**src/cpm_pkg.sv**
```systemverilog
`default_nettype none
package cpm_pkg;
	// register byte offsets
	localparam logic [7:0] OFS_BASIC_CTRL = 8'h00;
	localparam logic [7:0] OFS_BASIC_STAT = 8'h04;
	localparam logic [7:0] OFS_EXT_CTRL3 = 8'h08;
	localparam logic [7:0] OFS_EEE_CTRL = 8'h0c;
	localparam logic [7:0] OFS_INT_MASK = 8'h10;
	localparam logic [7:0] OFS_INT_STAT = 8'h14;
	localparam logic [7:0] OFS_WAKE_CFG = 8'h18;
	localparam logic [7:0] OFS_WAKE_ADDR0 = 8'h1c;
	localparam logic [7:0] OFS_WAKE_PWD0 = 8'h28;
	localparam logic [7:0] OFS_EXT_CTRL4 = 8'h34;
	localparam logic [7:0] OFS_AUX_CTRL = 8'h38;
	localparam int ADDR_WORDS = 6;
	// field positions
	localparam int POS_AN_EN = 12;
	localparam int POS_PDOWN = 11;
	localparam int POS_LINK = 2;
	localparam int POS_DS_STAT = 1;
	localparam int POS_DS_CNT = 2;
	localparam int POS_DS_EN = 4;
	localparam int POS_SLEEP = 13;
	localparam int POS_FE_LPI_DIS = 0;
	localparam int POS_WAKE_IRQ = 0;
	localparam int POS_PWD_EN = 0;
	localparam int POS_LED_SEL = 1;
	localparam int POS_PD_STAT = 0;
	localparam int POS_PD_EN = 2;
	localparam int POS_APS_EN = 0;
	localparam int POS_WAKE_TMR = 1;
	localparam int POS_LT_UPPER = 3;
	localparam int POS_LT_LOWER = 5;
	// reset values
	localparam logic AN_EN_RST = 1'b1;
	localparam logic [1:0] SLEEP_RST = 2'h1;
	localparam logic [1:0] DS_CNT_RST = 2'h0;
	localparam logic [1:0] WAKE_TMR_RST = 2'h2;
	localparam logic [1:0] LT_UPPER_RST = 2'h0;
	localparam logic [1:0] LT_LOWER_RST = 2'h1;
	localparam logic [3:0] LFSR_SEED = 4'h9;
	// detection status codes
	localparam logic [1:0] PD_SEARCH = 2'h0;
	localparam logic [1:0] PD_NEEDS_POWER = 2'h1;
	localparam logic [1:0] PD_NONE = 2'h2;
	// timing
	localparam int CLK_PERIOD_NS = 10;
	localparam int MS_IN_NS = 1000000;
	localparam int MS_CYC_DEF = MS_IN_NS / CLK_PERIOD_NS;
	localparam int SLEEP_STEP_MS = 1000;
	localparam int RAND_NEG_MS = 80;
	localparam int RAND_STEP_MS = 10;
	localparam int WAKE_STEP_MS = 16;
	localparam int BURST_GAP_MS = 16;
	localparam int BURSTS_MAX = 3;
	localparam int LINK_STEP_MS = 250;
	localparam int PD_TIME_MS = 500;
	localparam int DS_MIN_ATTEMPTS = 2;
	typedef enum logic [1:0] {PM_LOW, PM_WAKE, PM_NORMAL} cpm_pm_state_t;
endpackage : cpm_pkg
`default_nettype wire

```
**src/cpm_link_power_manager.sv**
```systemverilog
// Function
// fallback advertisement after configured failed gigabit attempts
// gigabit partner clears fallback without reset
// fallback enable, attempt count, status bit
// lpi rx disable selects reduced-amplitude 10M
// wake detect all speeds, mask enables, pending
// magic packet raises interrupt or LED
// per-port wake config and station address
// host sets detect enable with autoneg on
// searching sends special pulses, status 00
// looped pulses give status 01
// timeout gives 10, detect off, autoneg
// switch enables power externally on 01
// link failure returns to detection mode
// power-save enable bit, writable any time
// low/wake alternate at programmable rate
// signal energy enters normal state
// autoneg link loss: low after timeout
// reset enters low-power state
// forced 10/100 stays normal on drop
// autoneg disabled in normal: stay
// sleep randomised -80 ms to +60 ms
// up to three bursts, alternating pairs A/B
// link timer starts on loss, cancels on restore
`timescale 1ns/100ps
`default_nettype none
module cpm_link_power_manager
	import cpm_pkg::*;
#(
	parameter int MS_CYCLES = MS_CYC_DEF
) (
	input wire logic pclk,
	input wire logic presetn,
	input wire logic psel,
	input wire logic penable,
	input wire logic pwrite,
	input wire logic [7:0] paddr,
	input wire logic [31:0] pwdata,
	output logic [31:0] prdata,
	output logic pready,
	output logic pslverr,
	input wire logic energy_detect_pin,
	input wire logic flp_loopback_pin,
	input wire logic link_up,
	input wire logic gig_attempt_fail,
	input wire logic partner_gig_seen,
	input wire logic wake_pkt_valid,
	input wire logic [47:0] wake_pkt_addr,
	input wire logic [47:0] wake_pkt_pwd,
	output logic adv_1000,
	output logic reduced_amp_10m,
	output logic autoneg_run,
	output logic pd_flp_tx,
	output logic wake_irq,
	output logic wake_led,
	output logic low_power,
	output logic wake_state,
	output logic flp_burst_tx,
	output logic burst_pair_b
);

	function automatic logic [3:0] reg_index(input logic [7:0] a);
		reg_index = a[5:2];
	endfunction : reg_index

	// pin synchronisers
	// line-side pins are async, so nothing but the second flop reads the first
	logic [1:0] sync1_r;
	logic [1:0] sync2_r;
	always_ff @(posedge pclk or negedge presetn) begin
		if (!presetn) begin
			sync1_r <= 2'h0;
			sync2_r <= 2'h0;
		end else begin
			sync1_r <= {flp_loopback_pin, energy_detect_pin};
			sync2_r <= sync1_r;
		end
	end
	wire energy_s = sync2_r[0];
	wire loopback_s = sync2_r[1];

	// register bus decode
	wire setup_ph = psel && !penable;
	wire access_ph = psel && penable;
	wire [3:0] ridx = reg_index(paddr);
	wire aligned = (paddr[1:0] == 2'h0) && (paddr[7:6] == 2'h0);
	wire hit_ctrl = aligned && (paddr == OFS_BASIC_CTRL);
	wire hit_stat = aligned && (paddr == OFS_BASIC_STAT);
	wire hit_ext3 = aligned && (paddr == OFS_EXT_CTRL3);
	wire hit_eee = aligned && (paddr == OFS_EEE_CTRL);
	wire hit_imask = aligned && (paddr == OFS_INT_MASK);
	wire hit_istat = aligned && (paddr == OFS_INT_STAT);
	wire hit_wcfg = aligned && (paddr == OFS_WAKE_CFG);
	wire hit_ext4 = aligned && (paddr == OFS_EXT_CTRL4);
	wire hit_aux = aligned && (paddr == OFS_AUX_CTRL);
	wire [3:0] addr_base = reg_index(OFS_WAKE_ADDR0);
	wire hit_mem = aligned && (ridx >= addr_base) && (ridx < addr_base + 4'(ADDR_WORDS));
	wire [2:0] mem_idx = 3'(ridx - addr_base);
	wire mapped = hit_ctrl || hit_stat || hit_ext3 || hit_eee || hit_imask || hit_istat
		|| hit_wcfg || hit_ext4 || hit_aux || hit_mem;
	wire wr_en = access_ph && pwrite && mapped;
	wire rd_done = access_ph && !pwrite;

	// no wait states: every access ends in its first access cycle
	assign pready = 1'b1;
	// unmapped or misaligned accesses finish with an error and change nothing
	assign pslverr = access_ph && !mapped;

	// software registers
	logic an_en_r, pdown_r;
	logic ds_en_r;
	logic [1:0] ds_cnt_r, sleep_sel_r;
	logic fe_lpi_dis_r;
	logic wake_mask_r, wake_pend_r;
	logic pwd_en_r, led_sel_r;
	logic [15:0] mem_r [ADDR_WORDS];
	logic aps_en_r;
	logic [1:0] wake_tmr_r, lt_upper_r, lt_lower_r;

	always_ff @(posedge pclk or negedge presetn) begin
		if (!presetn) begin
			an_en_r <= AN_EN_RST;
			pdown_r <= 1'b0;
			ds_en_r <= 1'b0;
			ds_cnt_r <= DS_CNT_RST;
			sleep_sel_r <= SLEEP_RST;
			fe_lpi_dis_r <= 1'b0;
			wake_mask_r <= 1'b0;
			pwd_en_r <= 1'b0;
			led_sel_r <= 1'b0;
			aps_en_r <= 1'b0;
			wake_tmr_r <= WAKE_TMR_RST;
			lt_upper_r <= LT_UPPER_RST;
			lt_lower_r <= LT_LOWER_RST;
		end else if (wr_en) begin
			if (hit_ctrl) begin
				an_en_r <= pwdata[POS_AN_EN];
				pdown_r <= pwdata[POS_PDOWN];
			end
			if (hit_ext3) begin
				ds_en_r <= pwdata[POS_DS_EN];
				ds_cnt_r <= pwdata[POS_DS_CNT +: 2];
				sleep_sel_r <= pwdata[POS_SLEEP +: 2];
			end
			if (hit_eee)
				fe_lpi_dis_r <= pwdata[POS_FE_LPI_DIS];
			if (hit_imask)
				wake_mask_r <= pwdata[POS_WAKE_IRQ];
			if (hit_wcfg) begin
				pwd_en_r <= pwdata[POS_PWD_EN];
				led_sel_r <= pwdata[POS_LED_SEL];
			end
			if (hit_aux) begin
				aps_en_r <= pwdata[POS_APS_EN];
				wake_tmr_r <= pwdata[POS_WAKE_TMR +: 2];
				lt_upper_r <= pwdata[POS_LT_UPPER +: 2];
				lt_lower_r <= pwdata[POS_LT_LOWER +: 2];
			end
		end
	end

	// station address words 0..2, password words 3..5
	genvar gi;
	generate
		for (gi = 0; gi < ADDR_WORDS; gi++) begin : g_mem
			always_ff @(posedge pclk or negedge presetn) begin
				if (!presetn)
					mem_r[gi] <= 16'h0;
				else if (wr_en && hit_mem && (mem_idx == 3'(gi)))
					mem_r[gi] <= pwdata[15:0];
			end
		end
	endgenerate

	// wake packet
	wire [47:0] station = {mem_r[2], mem_r[1], mem_r[0]};
	wire [47:0] password = {mem_r[5], mem_r[4], mem_r[3]};
	// no speed gating: the decoder feeds this at every link speed
	wire wake_hit = wake_pkt_valid && wake_mask_r && (wake_pkt_addr == station)
		&& (!pwd_en_r || (wake_pkt_pwd == password));
	// clear only a pending bit that the read returned: a hit landing at
	// the setup edge stays pending for the next read instead of being lost
	wire wake_clr = rd_done && hit_istat
		&& prdata[POS_WAKE_IRQ];

	always_ff @(posedge pclk or negedge presetn) begin
		if (!presetn)
			wake_pend_r <= 1'b0;
		else if (wake_hit)
			wake_pend_r <= 1'b1;
		else if (wake_clr)
			wake_pend_r <= 1'b0;
	end

	assign wake_irq = wake_pend_r && wake_mask_r && !led_sel_r;
	assign wake_led = wake_pend_r && wake_mask_r && led_sel_r;

	// speed fallback
	// a gigabit partner or a disable clears it; a good link restarts the count
	logic [2:0] fail_cnt_r;
	logic ds_act_r;
	wire [2:0] ds_limit = 3'(ds_cnt_r) + 3'(DS_MIN_ATTEMPTS);

	always_ff @(posedge pclk or negedge presetn) begin
		if (!presetn) begin
			fail_cnt_r <= 3'h0;
			ds_act_r <= 1'b0;
		end else if (partner_gig_seen || !ds_en_r) begin
			fail_cnt_r <= 3'h0;
			ds_act_r <= 1'b0;
		end else if (gig_attempt_fail && !ds_act_r) begin
			if (fail_cnt_r + 3'h1 >= ds_limit)
				ds_act_r <= 1'b1;
			fail_cnt_r <= fail_cnt_r + 3'h1;
		end else if (link_up) begin
			fail_cnt_r <= 3'h0;
		end
	end

	assign adv_1000 = !ds_act_r;
	assign reduced_amp_10m = fe_lpi_dis_r;

	// millisecond tick
	// free-running, so a ms timer may end up to one tick early
	logic [31:0] pres_r;
	wire tick = (pres_r == 32'(MS_CYCLES - 1));
	always_ff @(posedge pclk or negedge presetn) begin
		if (!presetn)
			pres_r <= 32'h0;
		else
			pres_r <= tick ? 32'h0 : pres_r + 32'h1;
	end

	// inline power detection
	// a link drop after a finished detection starts a new search
	logic pd_en_r, pd_used_r;
	logic [1:0] pd_stat_r;
	logic [9:0] pd_ms_r;
	wire pd_search = pd_en_r && an_en_r && (pd_stat_r == PD_SEARCH);
	wire pd_sw_wr = wr_en && hit_ext4;

	always_ff @(posedge pclk or negedge presetn) begin
		if (!presetn) begin
			pd_en_r <= 1'b0;
			pd_stat_r <= PD_SEARCH;
			pd_used_r <= 1'b0;
			pd_ms_r <= 10'h0;
		end else begin
			pd_ms_r <= !pd_search ? 10'h0 : pd_ms_r + 10'(tick);
			if (pd_used_r && !link_up) begin
				pd_en_r <= 1'b1;
				pd_stat_r <= PD_SEARCH;
				pd_used_r <= 1'b0;
			end else if (pd_search && loopback_s) begin
				pd_stat_r <= PD_NEEDS_POWER;
			end else if (pd_search && pd_ms_r >= 10'(PD_TIME_MS)) begin
				pd_stat_r <= PD_NONE;
				pd_en_r <= 1'b0;
			end else if (pd_sw_wr) begin
				pd_en_r <= pwdata[POS_PD_EN];
				pd_stat_r <= PD_SEARCH;
			end else if (link_up && pd_stat_r != PD_SEARCH) begin
				pd_used_r <= 1'b1;
			end
		end
	end

	assign pd_flp_tx = pd_search;
	// needs-power keeps detect enabled, so autoneg stays parked until software clears the enable
	assign autoneg_run = an_en_r && !pd_en_r;

	// power-save state machine
	// lfsr steps once per sleep so two sleeping ports drift apart
	cpm_pm_state_t st_r, st_nxt;
	logic [12:0] tmr_r;
	logic [3:0] lfsr_r;
	logic [1:0] burst_cnt_r;
	logic pair_b_r;

	wire [12:0] sleep_ms = 13'(SLEEP_STEP_MS * (int'(sleep_sel_r) + 1) - RAND_NEG_MS
		+ RAND_STEP_MS * (int'(lfsr_r) - 1));
	wire [12:0] wake_ms = 13'(WAKE_STEP_MS * (int'(wake_tmr_r) + 1));
	wire [12:0] link_ms = 13'(LINK_STEP_MS * (int'({lt_upper_r, lt_lower_r}) + 1));
	// autoneg off (forced speed) never leaves normal on a drop
	wire link_lost = an_en_r && !link_up;
	wire burst_fire = (st_r == PM_WAKE) && (burst_cnt_r < 2'(BURSTS_MAX))
		&& (tmr_r >= 13'(BURST_GAP_MS * int'(burst_cnt_r))) && (tmr_r < wake_ms);

	always_comb begin
		st_nxt = st_r;
		unique case (st_r)
			PM_LOW: begin
				if (!aps_en_r || energy_s)
					st_nxt = PM_NORMAL;
				else if (tmr_r >= sleep_ms)
					st_nxt = PM_WAKE;
			end
			PM_WAKE: begin
				if (!aps_en_r || energy_s)
					st_nxt = PM_NORMAL;
				else if (tmr_r >= wake_ms)
					st_nxt = PM_LOW;
			end
			PM_NORMAL: begin
				if (aps_en_r && link_lost && tmr_r >= link_ms)
					st_nxt = PM_LOW;
			end
		endcase
	end

	wire st_chg = (st_nxt != st_r);
	// timer runs only while waiting; a restored link cancels it
	wire tmr_hold = (st_r == PM_NORMAL) && !link_lost;

	always_ff @(posedge pclk or negedge presetn) begin
		if (!presetn) begin
			st_r <= PM_LOW;
			tmr_r <= 13'h0;
			lfsr_r <= LFSR_SEED;
			burst_cnt_r <= 2'h0;
			pair_b_r <= 1'b0;
		end else begin
			st_r <= st_nxt;
			if (st_chg || tmr_hold)
				tmr_r <= 13'h0;
			else
				tmr_r <= tmr_r + 13'(tick);
			if (st_chg && st_nxt == PM_LOW)
				lfsr_r <= {lfsr_r[2:0], lfsr_r[3] ^ lfsr_r[2]};
			if (st_r != PM_WAKE)
				burst_cnt_r <= 2'h0;
			else if (burst_fire)
				burst_cnt_r <= burst_cnt_r + 2'h1;
			if (burst_fire)
				pair_b_r <= !pair_b_r;
		end
	end

	assign flp_burst_tx = burst_fire;
	assign burst_pair_b = pair_b_r;
	assign low_power = pdown_r || (st_r == PM_LOW);
	assign wake_state = (st_r == PM_WAKE);

	// read data
	// 16-bit fields read back zero-extended
	wire [31:0] rd_ctrl = 32'({an_en_r, pdown_r}) << POS_PDOWN;
	wire [31:0] rd_stat = 32'(link_up) << POS_LINK;
	wire [31:0] rd_ext3 = (32'(sleep_sel_r) << POS_SLEEP) | (32'(ds_en_r) << POS_DS_EN)
		| (32'(ds_cnt_r) << POS_DS_CNT) | (32'(ds_act_r) << POS_DS_STAT);
	wire [31:0] rd_ext4 = (32'(pd_en_r) << POS_PD_EN) | (32'(pd_stat_r) << POS_PD_STAT);
	wire [31:0] rd_aux = (32'(lt_lower_r) << POS_LT_LOWER) | (32'(lt_upper_r) << POS_LT_UPPER)
		| (32'(wake_tmr_r) << POS_WAKE_TMR) | (32'(aps_en_r) << POS_APS_EN);
	wire [31:0] rd_mux = hit_ctrl ? rd_ctrl :
		hit_stat ? rd_stat :
		hit_ext3 ? rd_ext3 :
		hit_eee ? 32'(fe_lpi_dis_r) :
		hit_imask ? 32'(wake_mask_r) :
		hit_istat ? 32'(wake_pend_r) :
		hit_wcfg ? 32'({led_sel_r, pwd_en_r}) :
		hit_ext4 ? rd_ext4 :
		hit_aux ? rd_aux :
		hit_mem ? 32'(mem_r[mem_idx]) : 32'h0;

	// captured in setup so prdata is stable through the access phase
	always_ff @(posedge pclk or negedge presetn) begin
		if (!presetn)
			prdata <= 32'h0;
		else if (setup_ph)
			prdata <= rd_mux;
	end

endmodule : cpm_link_power_manager
`default_nettype wire

```
**config.mk**
```make
export PLATFORM = sky130hd
export DESIGN_NAME = cpm_link_power_manager
export DESIGN_NICKNAME = d
export VERILOG_FILES = /design/src/cpm_pkg.sv /design/src/cpm_link_power_manager.sv
export SDC_FILE = /design/constraint.sdc
export NUM_CORES = 1
export LEC_CHECK = 0
export BUFFER_PORTS_ARGS = -buffer_cell sky130_fd_sc_hd__buf_2
export CORE_MARGIN = 1
export CORE_UTILIZATION = 38
export DETAILED_ROUTE_END_ITERATION = 10
export PLACE_DENSITY_LB_ADDON = 0.15
export SYNTH_ARGS = -nofsm -noshare
export SYNTH_HDL_FRONTEND = slang
export SYNTH_SLANG_ARGS = --single-unit
```
**constraint.sdc**
```tcl
create_clock -name pclk -period 18.3 [get_ports pclk]
set_input_delay 2.745 -clock pclk [delete_from_list [all_inputs] [get_ports pclk]]
set_output_delay 2.745 -clock pclk [all_outputs]
set_load 0.005 [all_outputs]
```
; After elaboration in Yosys (flattened, before gate mapping)
; Index checks and enable logic that the tools add are counted.
[op_classes]
addsub = 13
n_mul = 3
n_lt_le_gt_ge = 11
n_eq_ne = 23
mux = 45
bitwise = 9
n_reduce_logical = 101
[ops]
columns = op, count
row1 = $mux W16, 12
row2 = $eq A48 B48 Y1, 2
row3 = $logic_and A1 B1 Y1, 50
row4 = $bmux W16 S3, 1
row5 = $add A32 B1 Y32 const B, 1
row6 = $eq A32 B17 Y1 const B, 1
row7 = $mux W32, 1
row8 = $ge A13 B13 Y1, 2
row9 = $eq A8 B5 Y1 const B, 3
row10 = $mux W2, 11
row11 = $eq A8 B4 Y1 const B, 2
row12 = $eq A8 B6 Y1 const B, 2
row13 = $reduce_and A2 Y1, 8
row14 = $or A15 B2 Y15, 1
row15 = $or A15 B4 Y15, 1
row16 = $or A15 B5 Y15, 1
row17 = $logic_or A1 B1 Y1, 14
row18 = $mux W1, 14
row19 = $add A13 B1 Y13, 1
row20 = $add A13 B10 Y13, 1
row21 = $ge A13 B6 Y1, 1
row22 = $ge A13 B7 Y1, 1
row23 = $lt A13 B7 Y1, 1
row24 = $mux W13, 1
row25 = 44 further kinds, 72
[totals]
reg_bits = 223
input_bits = 147
output_inout_bits = 44
wordCells = 240

; Logic depth before layout (Yosys ltp)
; Gate-level depths: netlist (run 1).
[depth]
ltp_word = 18
depth_mapped = 29
ltp_nobuf = 28

; Least setup slack after synthesis (run 1)
; No wires, ideal clock.
[synth_timing]
path_type = input -> output
from = input paddr[2]
to = output pslverr
arrival_time_ns = 4.982
required_ns = 15.555
slack_ns = 10.573
path_stages = 11
n_path_buf = 4
cell_sequence = clkbuf_1 buf_2 buf_2 buf_2 inv_1 ha_1 mux2i_1 nor3_1 a31oi_1 nand4_1 nor2_1
[synth_via]
elab_chain_len = 13
elab_cells_between_ends = 33
classes_between = order compare (2) / eq/ne (8) / reduce/logical (23)
[synth_rtl]
columns = element, line_no
row1 = from (decl), cpm_link_power_manager.sv:37  ; input wire logic [7:0] paddr,
row2 = $eq A8 B3 Y1 / $logic_not A8 Y1 (equally long branches), "cpm_link_power_manager.sv:88, cpm_link_power_manager.sv:87"
row3 = "$logic_and A1 B1 Y1, on equally long branches", "cpm_link_power_manager.sv:88, cpm_link_power_manager.sv:87"
row4 = $logic_or A1 B1 Y1 (5 in a row), cpm_link_power_manager.sv:99  ; wire mapped = hit_ctrl || hit_stat || hit_ext3 || hit_eee || hit_imask || hit_istat
row5 = $logic_or A1 B1 Y1 (3 in a row), cpm_link_power_manager.sv:100  ; || hit_wcfg || hit_ext4 || hit_aux || hit_mem;
row6 = $logic_or A1 B1 Y1 *, cpm_link_power_manager.sv:100
row7 = $logic_not A1 Y1 *, cpm_link_power_manager.sv:107  ; assign pslverr = access_ph && !mapped;
row8 = $logic_and A1 B1 Y1 *, cpm_link_power_manager.sv:107
row9 = to (decl), cpm_link_power_manager.sv:41  ; output logic pslverr,
; Every way passes the cells marked *; elsewhere a longest branch is shown, timed or not.

; Final worst setup path (run 1)
; Ends and elaborated chain as after synthesis.

==> impl_metrics.json, run 1 <==
{
  "grt_pass1_wl_um": 58700,
  "synth_area_per_cell_um2": 10.6,
  "tns_ps": 0,
  "yosys.cell_count.top_type": "dfrtp_1",
  "post_cts_resized": 0,
  "die_x_um": 190,
  "period_minus_slack_ps": 8030,
  "syn_to_final_growth_pct": 15.7,
  "fin_util": 0.447,
  "synthAdderAreaFrac": 0.120,
  "async_flop_share": 1.00,
  "post-route-drc-count": 0,
  "ys_seq_area_frac": 0.388,
  "fp.coreArea_um2": 34600,
  "nNetsFinal": 1692,
  "clk_pin_slew_ps": 50,
  "cts-htree-levels": 1,
  "wire_per_inst_um": 19.9,
  "synth_cell_types": 71,
  "power-per-cell-area_nw_per_um2": 70.9,
  "use_met2": 0.347,
  "synthFlopType": "dfrtp_1",
  "synth_warnings": 0,
  "synth-edff-count": 0,
  "finalMaxSlewViolations": 0,
  "use_met3": 0.0314,
  "synth_area_um2": 13400,
  "hpwlAfterDp_um": 28600,
  "dieArea_um2": 36000,
  "gp_congestion": 0.828,
  "port_buffers": 157,
  "fin_crit_sh": 0.439,
  "drt-initial-drc-count": 447,
  "end_kind": "output pin",
  "dr.pass1.iters": 7,
  "synthSimpleGateAreaFrac": 0.128,
  "netlist.area_leader.share": 0.376,
  "slew_headroom": 0.225,
  "grt_use_met1": 0.300,
  "setup_violations": 0,
  "grt_remaining_overflow": 0,
  "ant_nets": 0,
  "hold_path.class": "reg -> reg",
  "vias": 9891,
  "die_h_um": 190,
  "cts_tree": "yes",
  "start_kind": "primary input",
  "drive_above_1_share": 0.244,
  "synthTopCellsByArea": "dfrtp_1 (38%), mux2_2 (10%), ha_1 (9.9%), xor2_1 (7.5%), xnor2_1 (4.0%)",
  "initial_utilization": 0.386,
  "required_ps": 15550,
  "grt_usage": 0.214,
  "pin_count": 191,
  "vdd_drop_max_mv": 0.0612,
  "grt_antenna_before_repair": 1,
  "vias_per_cell": 5.21,
  "cts_root_buf": "clkbuf_16",
  "rsz0062_at_grt": "no",
  "post-cts-setup-buffer-count": 0,
  "max_freq_mhz": 125,
  "cts.path.max_buffers": 3,
  "hold_buffers": 0,
  "cts_made_buffers": 25,
  "busiest_layer": "met2",
  "synth_seq_cells": 207,
  "hold_viol_final": 0,
  "power_w": 0.00110,
  "antennaDiodeCount": 0,
  "path_max_fanout": 45,
  "cts_sinks": 207,
  "synth-compound-area-share": 0.0730,
  "synth_top_area_cell": "dfrtp_1",
  "synth.area.mux_share": 0.135,
  "outcome": "finished clean",
  "p_leak_nw": 7.77,
  "syn_inst": 1263,
  "grt_start_max_net_pins": 80,
  "synth-xor-area-share": 0.115,
  "drt-total-wl_um": 37800,
  "grt_pass1_vias": 9964,
  "tightest_slew_ps": 1160,
  "insertion_delay_ps": 540,
  "ys_top_cells_by_count": "dfrtp_1 (201), mux2_2 (120), xor2_1 (115)",
  "finClkSkew_ps": 22.8,
  "synth_top_family_by_area": "multiplexers",
  "maxCapViolations": 0,
  "rows": 68,
  "critical_path_class": "in -> out",
  "cp.arrival_ps": 5290
}
==> path summary, 6_finish.rpt <==
kind,cells past startpoint,end,slack (ps),from
worst max register to register,25,tmr_r[10]$_DFF_PN0_,11640,lfsr_r[0]$_DFFE_PN1P_
worst max-delay path,10,pslverr,10270,paddr[2]
max in group asynchronous,2,mem_r[80]$_DFFE_PN0P_,14700,presetn
min in group asynchronous,1,mem_r[90]$_DFFE_PN0P_,2210,presetn
worst min-delay path,0,sync2_r[0]$_DFF_PN0_,350,sync1_r[0]$_DFF_PN0_
worst min register to register,0,sync2_r[0]$_DFF_PN0_,350,sync1_r[0]$_DFF_PN0_
==> sequential cells by signal, summed over array words and instances, names as in the netlist, 3 cells and up <==
register and cells:
fail_cnt_r 3, pd_ms_r 10, mem_r 96, tmr_r 13
prdata 16, pres_r 32, lfsr_r 4
==> final cells by class <==
cell class                      instances  area (um^2)
Clock buffer                           36          717
Inverter                               80          300
Fill cell                            3345        19200
Tap cell                              455          569
Multi-Input combinational cell        948         7700
Sequential cell                       207         5190
Timing Repair Buffer                  163          841
Clock inverter                         10          153
==> cells by family after synthesis <==
group / count (synthesis)
simple gates: 326
flops: 207
xor+xnor: 176
mux: 155
compound gates: 154
buf+inv: 123
fa+ha+maj: 120
other cells: 2
==> where the power goes <==
part / switching (W) / internal (W)
logic: 0.0000638 / 0.0000397
clock network: 0.000210 / 0.000317
registers: 0.00000454 / 0.000462
==> stage by stage <==
step	hold WS (ps)	instance area (um^2)	setup WS (ps)	cells
global route	357	15500	10050	1899
CTS	352	15500	10280	1899
finish	347	15500	10270	1899
detailed placement	337	14600	10270	1853
global placement	339	14600	10280	1853
floorplan	331	13400	10570	1278
==> cell usage in the layout, fill, tap and decap left out, types with 24 or more instances in the layout <==
cell	Yosys	final
dfrtp_1	201	201
buf_2	13	156
mux2_2	120	120
xor2_1	115	114
ha_1	106	106
inv_1	80	80
nor2_1	66	66
nand2_1	66	66
xnor2_1	61	61
o21ai_0	48	48
a21oi_1	39	39
nand3_1	39	39
nor4_1	29	29
mux2i_1	27	27
clkbuf_16	0	25
nand4_1	24	24
==> metal layers <==
| metal | routed length, um | vias up |
|---|---|---|
| li1 | - | 4751 |
| met1 | 17800 | 4876 |
| met2 | 17600 | 214 |
| met3 | 1620 | 48 |
| met4 | 796 | 2 |
| met5 | 9 | - |
==> worst max-delay path: stages <==
cell     delay, ps
buf_2           70
buf_4          600
inv_1          230
ha_1           360
mux2i_1        170
nor3_1          80
a31oi_1        430
nand4_1        180
nor2_1         220
buf_2          150
(Power assumes the default switching activity.)
==> run 2: changes to the inputs <==
==> constraint.sdc (replaced) <==
create_clock -name pclk -period 7 [get_ports pclk]
set_input_delay 1.05 -clock pclk [delete_from_list [all_inputs] [get_ports pclk]]
set_output_delay 1.05 -clock pclk [all_outputs]
set_load 0.005 [all_outputs]
==> impl_metrics.json, run 2 (same netlist as run 1, synthesis figures left out) <==
{
  "outcome": "finished clean",
  "top_regs": "mem_r (96), pres_r (32), prdata (16)",
  "required_ps": 7470,
  "cp-startpoint": "lt_lower_r[0]$_DFFE_PN1P_",
  "cts_sinks": 207,
  "tightest_slew_ps": 987,
  "crit_slowest_cell": "dfstp_2",
  "path_max_fanout": 8,
  "hpwlAfterDp_um": 28300,
  "fin_util": 0.449,
  "grt_use_met1": 0.294,
  "use_met2": 0.350,
  "vias_per_cell": 5.17,
  "post-route-drc-count": 0,
  "period_minus_slack_ps": 6500,
  "wire_per_inst_um": 19.6,
  "hold_buffers": 0,
  "reg2reg_from": "lt_lower_r[0]$_DFFE_PN1P_",
  "rows": 68,
  "nNetsFinal": 1694,
  "dr.pass1.iters": 4,
  "clk_pin_slew_ps": 60,
  "grt_start_max_net_pins": 107,
  "cp_cell_sequence": "ha_1 > xor2_1 > inv_1 > fa_1 > fa_1 > fa_1 > inv_1 > ha_1 > o21ai_0 > a21oi_1 > o21a_1 > nor2_1 > o21ai_0 > xnor2_1 > ha_1 > nand4_1 > nor2_1 > o311ai_0 > and4_1 > a311o_1 > a211oi_2 > mux2_2",
  "power-per-cell-area_nw_per_um2": 188,
  "vias": 9838,
  "cts_root_buf": "clkbuf_16",
  "fp.coreArea_um2": 34600,
  "grt_usage": 0.212,
  "die_x_um": 190,
  "crit_family": "adder cells",
  "drt-total-wl_um": 37300,
  "hold-path-endpoint": "sync2_r[0]$_DFF_PN0_",
  "ant_nets": 0,
  "die_h_um": 190,
  "hold_path.class": "reg -> reg",
  "maxCapViolations": 0,
  "cts.path.max_buffers": 3,
  "p_leak_nw": 7.80,
  "largest_reg_flops": 96,
  "cts-htree-levels": 1,
  "finalMaxSlewViolations": 0,
  "start_kind": "register",
  "drt-initial-drc-count": 461,
  "grt_remaining_overflow": 0,
  "ff2ff_path_depth": 22,
  "layout_common_cells": "dfrtp_1 (201), buf_2 (156), mux2_2 (120), xor2_1 (114), ha_1 (106)",
  "syn_to_final_growth_pct": 16.2,
  "layout_commonest_cell": "dfrtp_1",
  "hold_start": "sync1_r[0]$_DFF_PN0_",
  "dieArea_um2": 36000,
  "hold_depth": 0,
  "cp.arrival_ps": 6970,
  "busiest_layer": "met2",
  "post_cts_resized": 0,
  "critical_path_class": "reg -> reg",
  "path_buf_inv": 2,
  "regMostFlops": "mem_r",
  "grt_antenna_before_repair": 0,
  "finClkSkew_ps": 36.6,
  "pin_count": 191,
  "vdd_drop_max_mv": 0.182,
  "gp_congestion": 0.857,
  "reg2reg_slack_ps": 500,
  "fin_crit_sh": 0.928,
  "post-cts-setup-buffer-count": 0,
  "port_buffers": 157,
  "use_met3": 0.0295,
  "setup_violations": 0,
  "finalWorstSetupSlack_ps": 501,
  "tns_ps": 0,
  "antennaDiodeCount": 0,
  "rsz0062_at_grt": "no",
  "cts_made_buffers": 26,
  "slew_headroom": 0.337,
  "grt_pass1_wl_um": 58400,
  "max_freq_mhz": 154,
  "end_kind": "register",
  "critical-path-max-stage-delay_ps": 650,
  "post-place-ws_ps": 457,
  "hold_viol_final": 0,
  "cts_tree": "yes",
  "drive_above_1_share": 0.244,
  "insertion_delay_ps": 570,
  "r2r-end": "lfsr_r[0]$_DFFE_PN1P_",
  "initial_utilization": 0.386,
  "grt_pass1_vias": 9980
}
-- run 2: cell types whose count changed in the layout (fill, tap and decap cells not counted) --
cell	change
clkbuf_16	+1
clkinvlp_4	-2
clkinv_16	+1
clkbuf_1	+2
clkbuf_8	+2
inv_16	-1
inv_6	-1
buf_12	+1
-- run 2: worst max-delay path by stage --
stage,end,slack [ps],cells past startpoint
detailed placement,lfsr_r[0]$_DFFE_PN1P_,460,22
floorplan,lfsr_r[0]$_DFFE_PN1P_,1150,22
global placement,lfsr_r[0]$_DFFE_PN1P_,540,22
global route,lfsr_r[0]$_DFFE_PN1P_,30,22
CTS,lfsr_r[0]$_DFFE_PN1P_,440,22
finish,lfsr_r[0]$_DFFE_PN1P_,500,22
-- run 2: power by group --
part | switching, W | internal, W
Sequential | 0.0000119 | 0.00121
Combinational | 0.000167 | 0.000104
Clock | 0.000552 | 0.000874
Total | 0.000731 | 0.00219
-- run 2: area by class of cell --
| type | instances | area, um^2 |
|---|---|---|
| Fill cell | 3337 | 19100 |
| Clock inverter | 7 | 139 |
| Clock buffer | 41 | 777 |
| Sequential cell | 207 | 5190 |
| Tap cell | 455 | 569 |
| Multi-Input combinational cell | 948 | 7700 |
| Timing Repair Buffer | 164 | 861 |
| Inverter | 80 | 300 |
-- run 2: stage by stage --
stage / hold WS [ps] / cells / total power (W) / area, um^2
6_report: 355 / 1902 / 0.00292 / 15500
5_1_grt: 358 / 1902 / 0.00303 / 15500
4_1_cts: 353 / 1902 / 0.00295 / 15500
3_5_place_dp: 340 / 1854 / 0.00152 / 14600
3_3_place_gp: 335 / 1854 / 0.00151 / 14600
2_1_floorplan: 331 / 1278 / 0.00139 / 13400
-- run 2: routing by layer --
metal | part of all wire | up-vias
met5 | 0 | -
met1 | 0.47 | 4852
met4 | 0.018 | 0
li1 | - | 4758
met2 | 0.47 | 185
met3 | 0.040 | 43
==> run 3: changes to the inputs <==
--- a/config.mk
+++ b/config.mk
@@ -7,7 +7,7 @@
 export LEC_CHECK = 0
 export BUFFER_PORTS_ARGS = -buffer_cell sky130_fd_sc_hd__buf_2
 export CORE_MARGIN = 1
-export CORE_UTILIZATION = 38
+export CORE_UTILIZATION = 45
 export DETAILED_ROUTE_END_ITERATION = 10
 export PLACE_DENSITY_LB_ADDON = 0.15
 export SYNTH_ARGS = -nofsm -noshare
==> constraint.sdc (replaced) <==
create_clock -name pclk -period 5.7 [get_ports pclk]
set_input_delay 0.855 -clock pclk [delete_from_list [all_inputs] [get_ports pclk]]
set_output_delay 0.855 -clock pclk [all_outputs]
set_load 0.005 [all_outputs]
==> impl_metrics.json, run 3 (same netlist as run 1, synthesis figures left out) <==
{
  "outcome": "finished clean",
  "fill_cells": 2654,
  "nNetsFinal": 1717,
  "crit_slowest_cell": "dfstp_2",
  "end_kind": "register",
  "slew_headroom": 0.346,
  "tightest_slew_ps": 981,
  "layout_commonest_cell": "dfrtp_1",
  "drive_above_1_share": 0.275,
  "cp-startpoint": "lt_lower_r[0]$_DFFE_PN1P_",
  "path_buf_inv": 3,
  "drt-initial-drc-count": 538,
  "start_kind": "register",
  "cts_tree": "yes",
  "cp_num_cells": 24,
  "power_w": 0.00349,
  "grt_usage": 0.242,
  "grt_remaining_overflow": 0,
  "initial_utilization": 0.461,
  "cts.path.max_buffers": 3,
  "fin_crit_sh": 0.978,
  "grt_antenna_before_repair": 1,
  "numPlacedInstances": 1804,
  "vdd_drop_max_mv": 0.186,
  "ff2ff_path_depth": 24,
  "hold_path.class": "reg -> reg",
  "cts_made_buffers": 24,
  "drt-total-wl_um": 36000,
  "finish.instance_area_um2": 15700,
  "die_h_um": 174,
  "vias": 9994,
  "grt_start_max_net_pins": 116,
  "antennaDiodeCount": 0,
  "max_freq_mhz": 179,
  "grt_pass1_wl_um": 56800,
  "hold_buffers": 0,
  "gp_congestion": 0.868,
  "required_ps": 6150,
  "insertion_delay_ps": 530,
  "path_max_fanout": 5,
  "clk_pin_slew_ps": 60,
  "crit_family": "adder cells",
  "cts_root_buf": "clkbuf_16",
  "finalMaxSlewViolations": 0,
  "dieArea_um2": 30400,
  "p_leak_nw": 7.91,
  "fp.coreArea_um2": 29000,
  "die_x_um": 174,
  "r2r-end": "lfsr_r[0]$_DFFE_PN1P_",
  "top_regs": "mem_r (96), pres_r (32), prdata (16)",
  "finClkSkew_ps": 17.6,
  "port_buffers": 157,
  "wire_per_inst_um": 19.5,
  "dr.pass1.iters": 5,
  "ant_nets": 0,
  "power-per-cell-area_nw_per_um2": 222,
  "hold_depth": 0,
  "maxCapViolations": 0,
  "critical-path-max-stage-delay_ps": 600,
  "setup_violations": 0,
  "hold_viol_final": 0,
  "endpoint": "lfsr_r[0]$_DFFE_PN1P_",
  "cp_cell_sequence": "ha_4 > xor2_2 > buf_4 > ha_1 > inv_1 > fa_1 > fa_1 > inv_1 > ha_4 > nor2b_2 > o21ai_4 > a21oi_2 > o21a_1 > nor2_2 > o21ai_2 > xnor2_1 > ha_1 > nand4_1 > nor2_2 > o311ai_2 > and4_1 > a311o_1 > a211oi_4 > mux2_2",
  "regMostFlops": "mem_r",
  "fin_util": 0.541,
  "grt_pass1_vias": 10200,
  "rsz0062_at_grt": "yes",
  "reg2reg_from": "lt_lower_r[0]$_DFFE_PN1P_",
  "cts-htree-levels": 1,
  "vias_per_cell": 5.40,
  "reg2reg_slack_ps": 120,
  "post-route-drc-count": 0,
  "syn_to_final_growth_pct": 17.4,
  "cts_sinks": 207,
  "rows": 62,
  "largest_reg_flops": 96,
  "layout_common_cells": "dfrtp_1 (201), buf_2 (156), mux2_2 (120), xor2_1 (112), ha_1 (102)",
  "fin_cells": 1851,
  "cp.arrival_ps": 6030,
  "hpwlAfterDp_um": 27400,
  "period_minus_slack_ps": 5580,
  "placed_cell_area_um2": 14700,
  "critical_path_class": "reg -> reg",
  "pin_count": 191
}
## run 3: cell count changes in the layout (fill, tap and decap cells not counted), sizes merged
cell	delta
buf	+24
clkbuf	-7
inv	+2
clkinvlp	+1
## run 3: layout make-up
type	count	area [um^2]	area share
multi-input combinational	948	7850	0.500
sequential	207	5190	0.330
inverter	80	300	0.0191
clock inverter	10	149	0.00948
timing repair buffer	189	1040	0.0664
clock buffer	33	694	0.0442
tap	384	480	0.0306
## run 3: worst min-delay path by stage
stage               slack (ps)              endpoint            startpoint
detailed placement         340  sync2_r[1]$_DFF_PN0_  sync1_r[1]$_DFF_PN0_
global placement           330  sync2_r[1]$_DFF_PN0_  sync1_r[1]$_DFF_PN0_
CTS                        350  sync2_r[1]$_DFF_PN0_  sync1_r[1]$_DFF_PN0_
finish                     350  sync2_r[1]$_DFF_PN0_  sync1_r[1]$_DFF_PN0_
global route               370  sync2_r[1]$_DFF_PN0_  sync1_r[1]$_DFF_PN0_
floorplan                  330  sync2_r[0]$_DFF_PN0_  sync1_r[0]$_DFF_PN0_
## run 3: power by group
group	switching, W	total, W	internal, W
clock network	0.000643	0.00164	0.000993
registers	0.0000141	0.00150	0.00148
logic	0.000211	0.000354	0.000143
## run 3: through the flow
step                      TNS (ps)  setup WS (ps)  hold WS (ps)
final                            0            124           348
after detailed placement      -344          -93.3           336
after global routing          -363          -95.8           367
after floorplan                  0           4.71           331
after CTS                        0           36.8           349
after global placement           0           33.0           334
## run 3: metal layers
metal / GRT usage / share of wire
met1: 0.344 / 0.46
met2: 0.385 / 0.46
met3: 0.0389 / 0.052
met4: 0.0548 / 0.021
met5: 0 / 0
## run 3: what timing repair did
item,CTS,global route
pin swaps,1,23
gates cloned,0,0
hold endpoints to repair,0,0
setup buffers,0,4
resized for setup,4,33
endpoints found under the setup margin,17,17
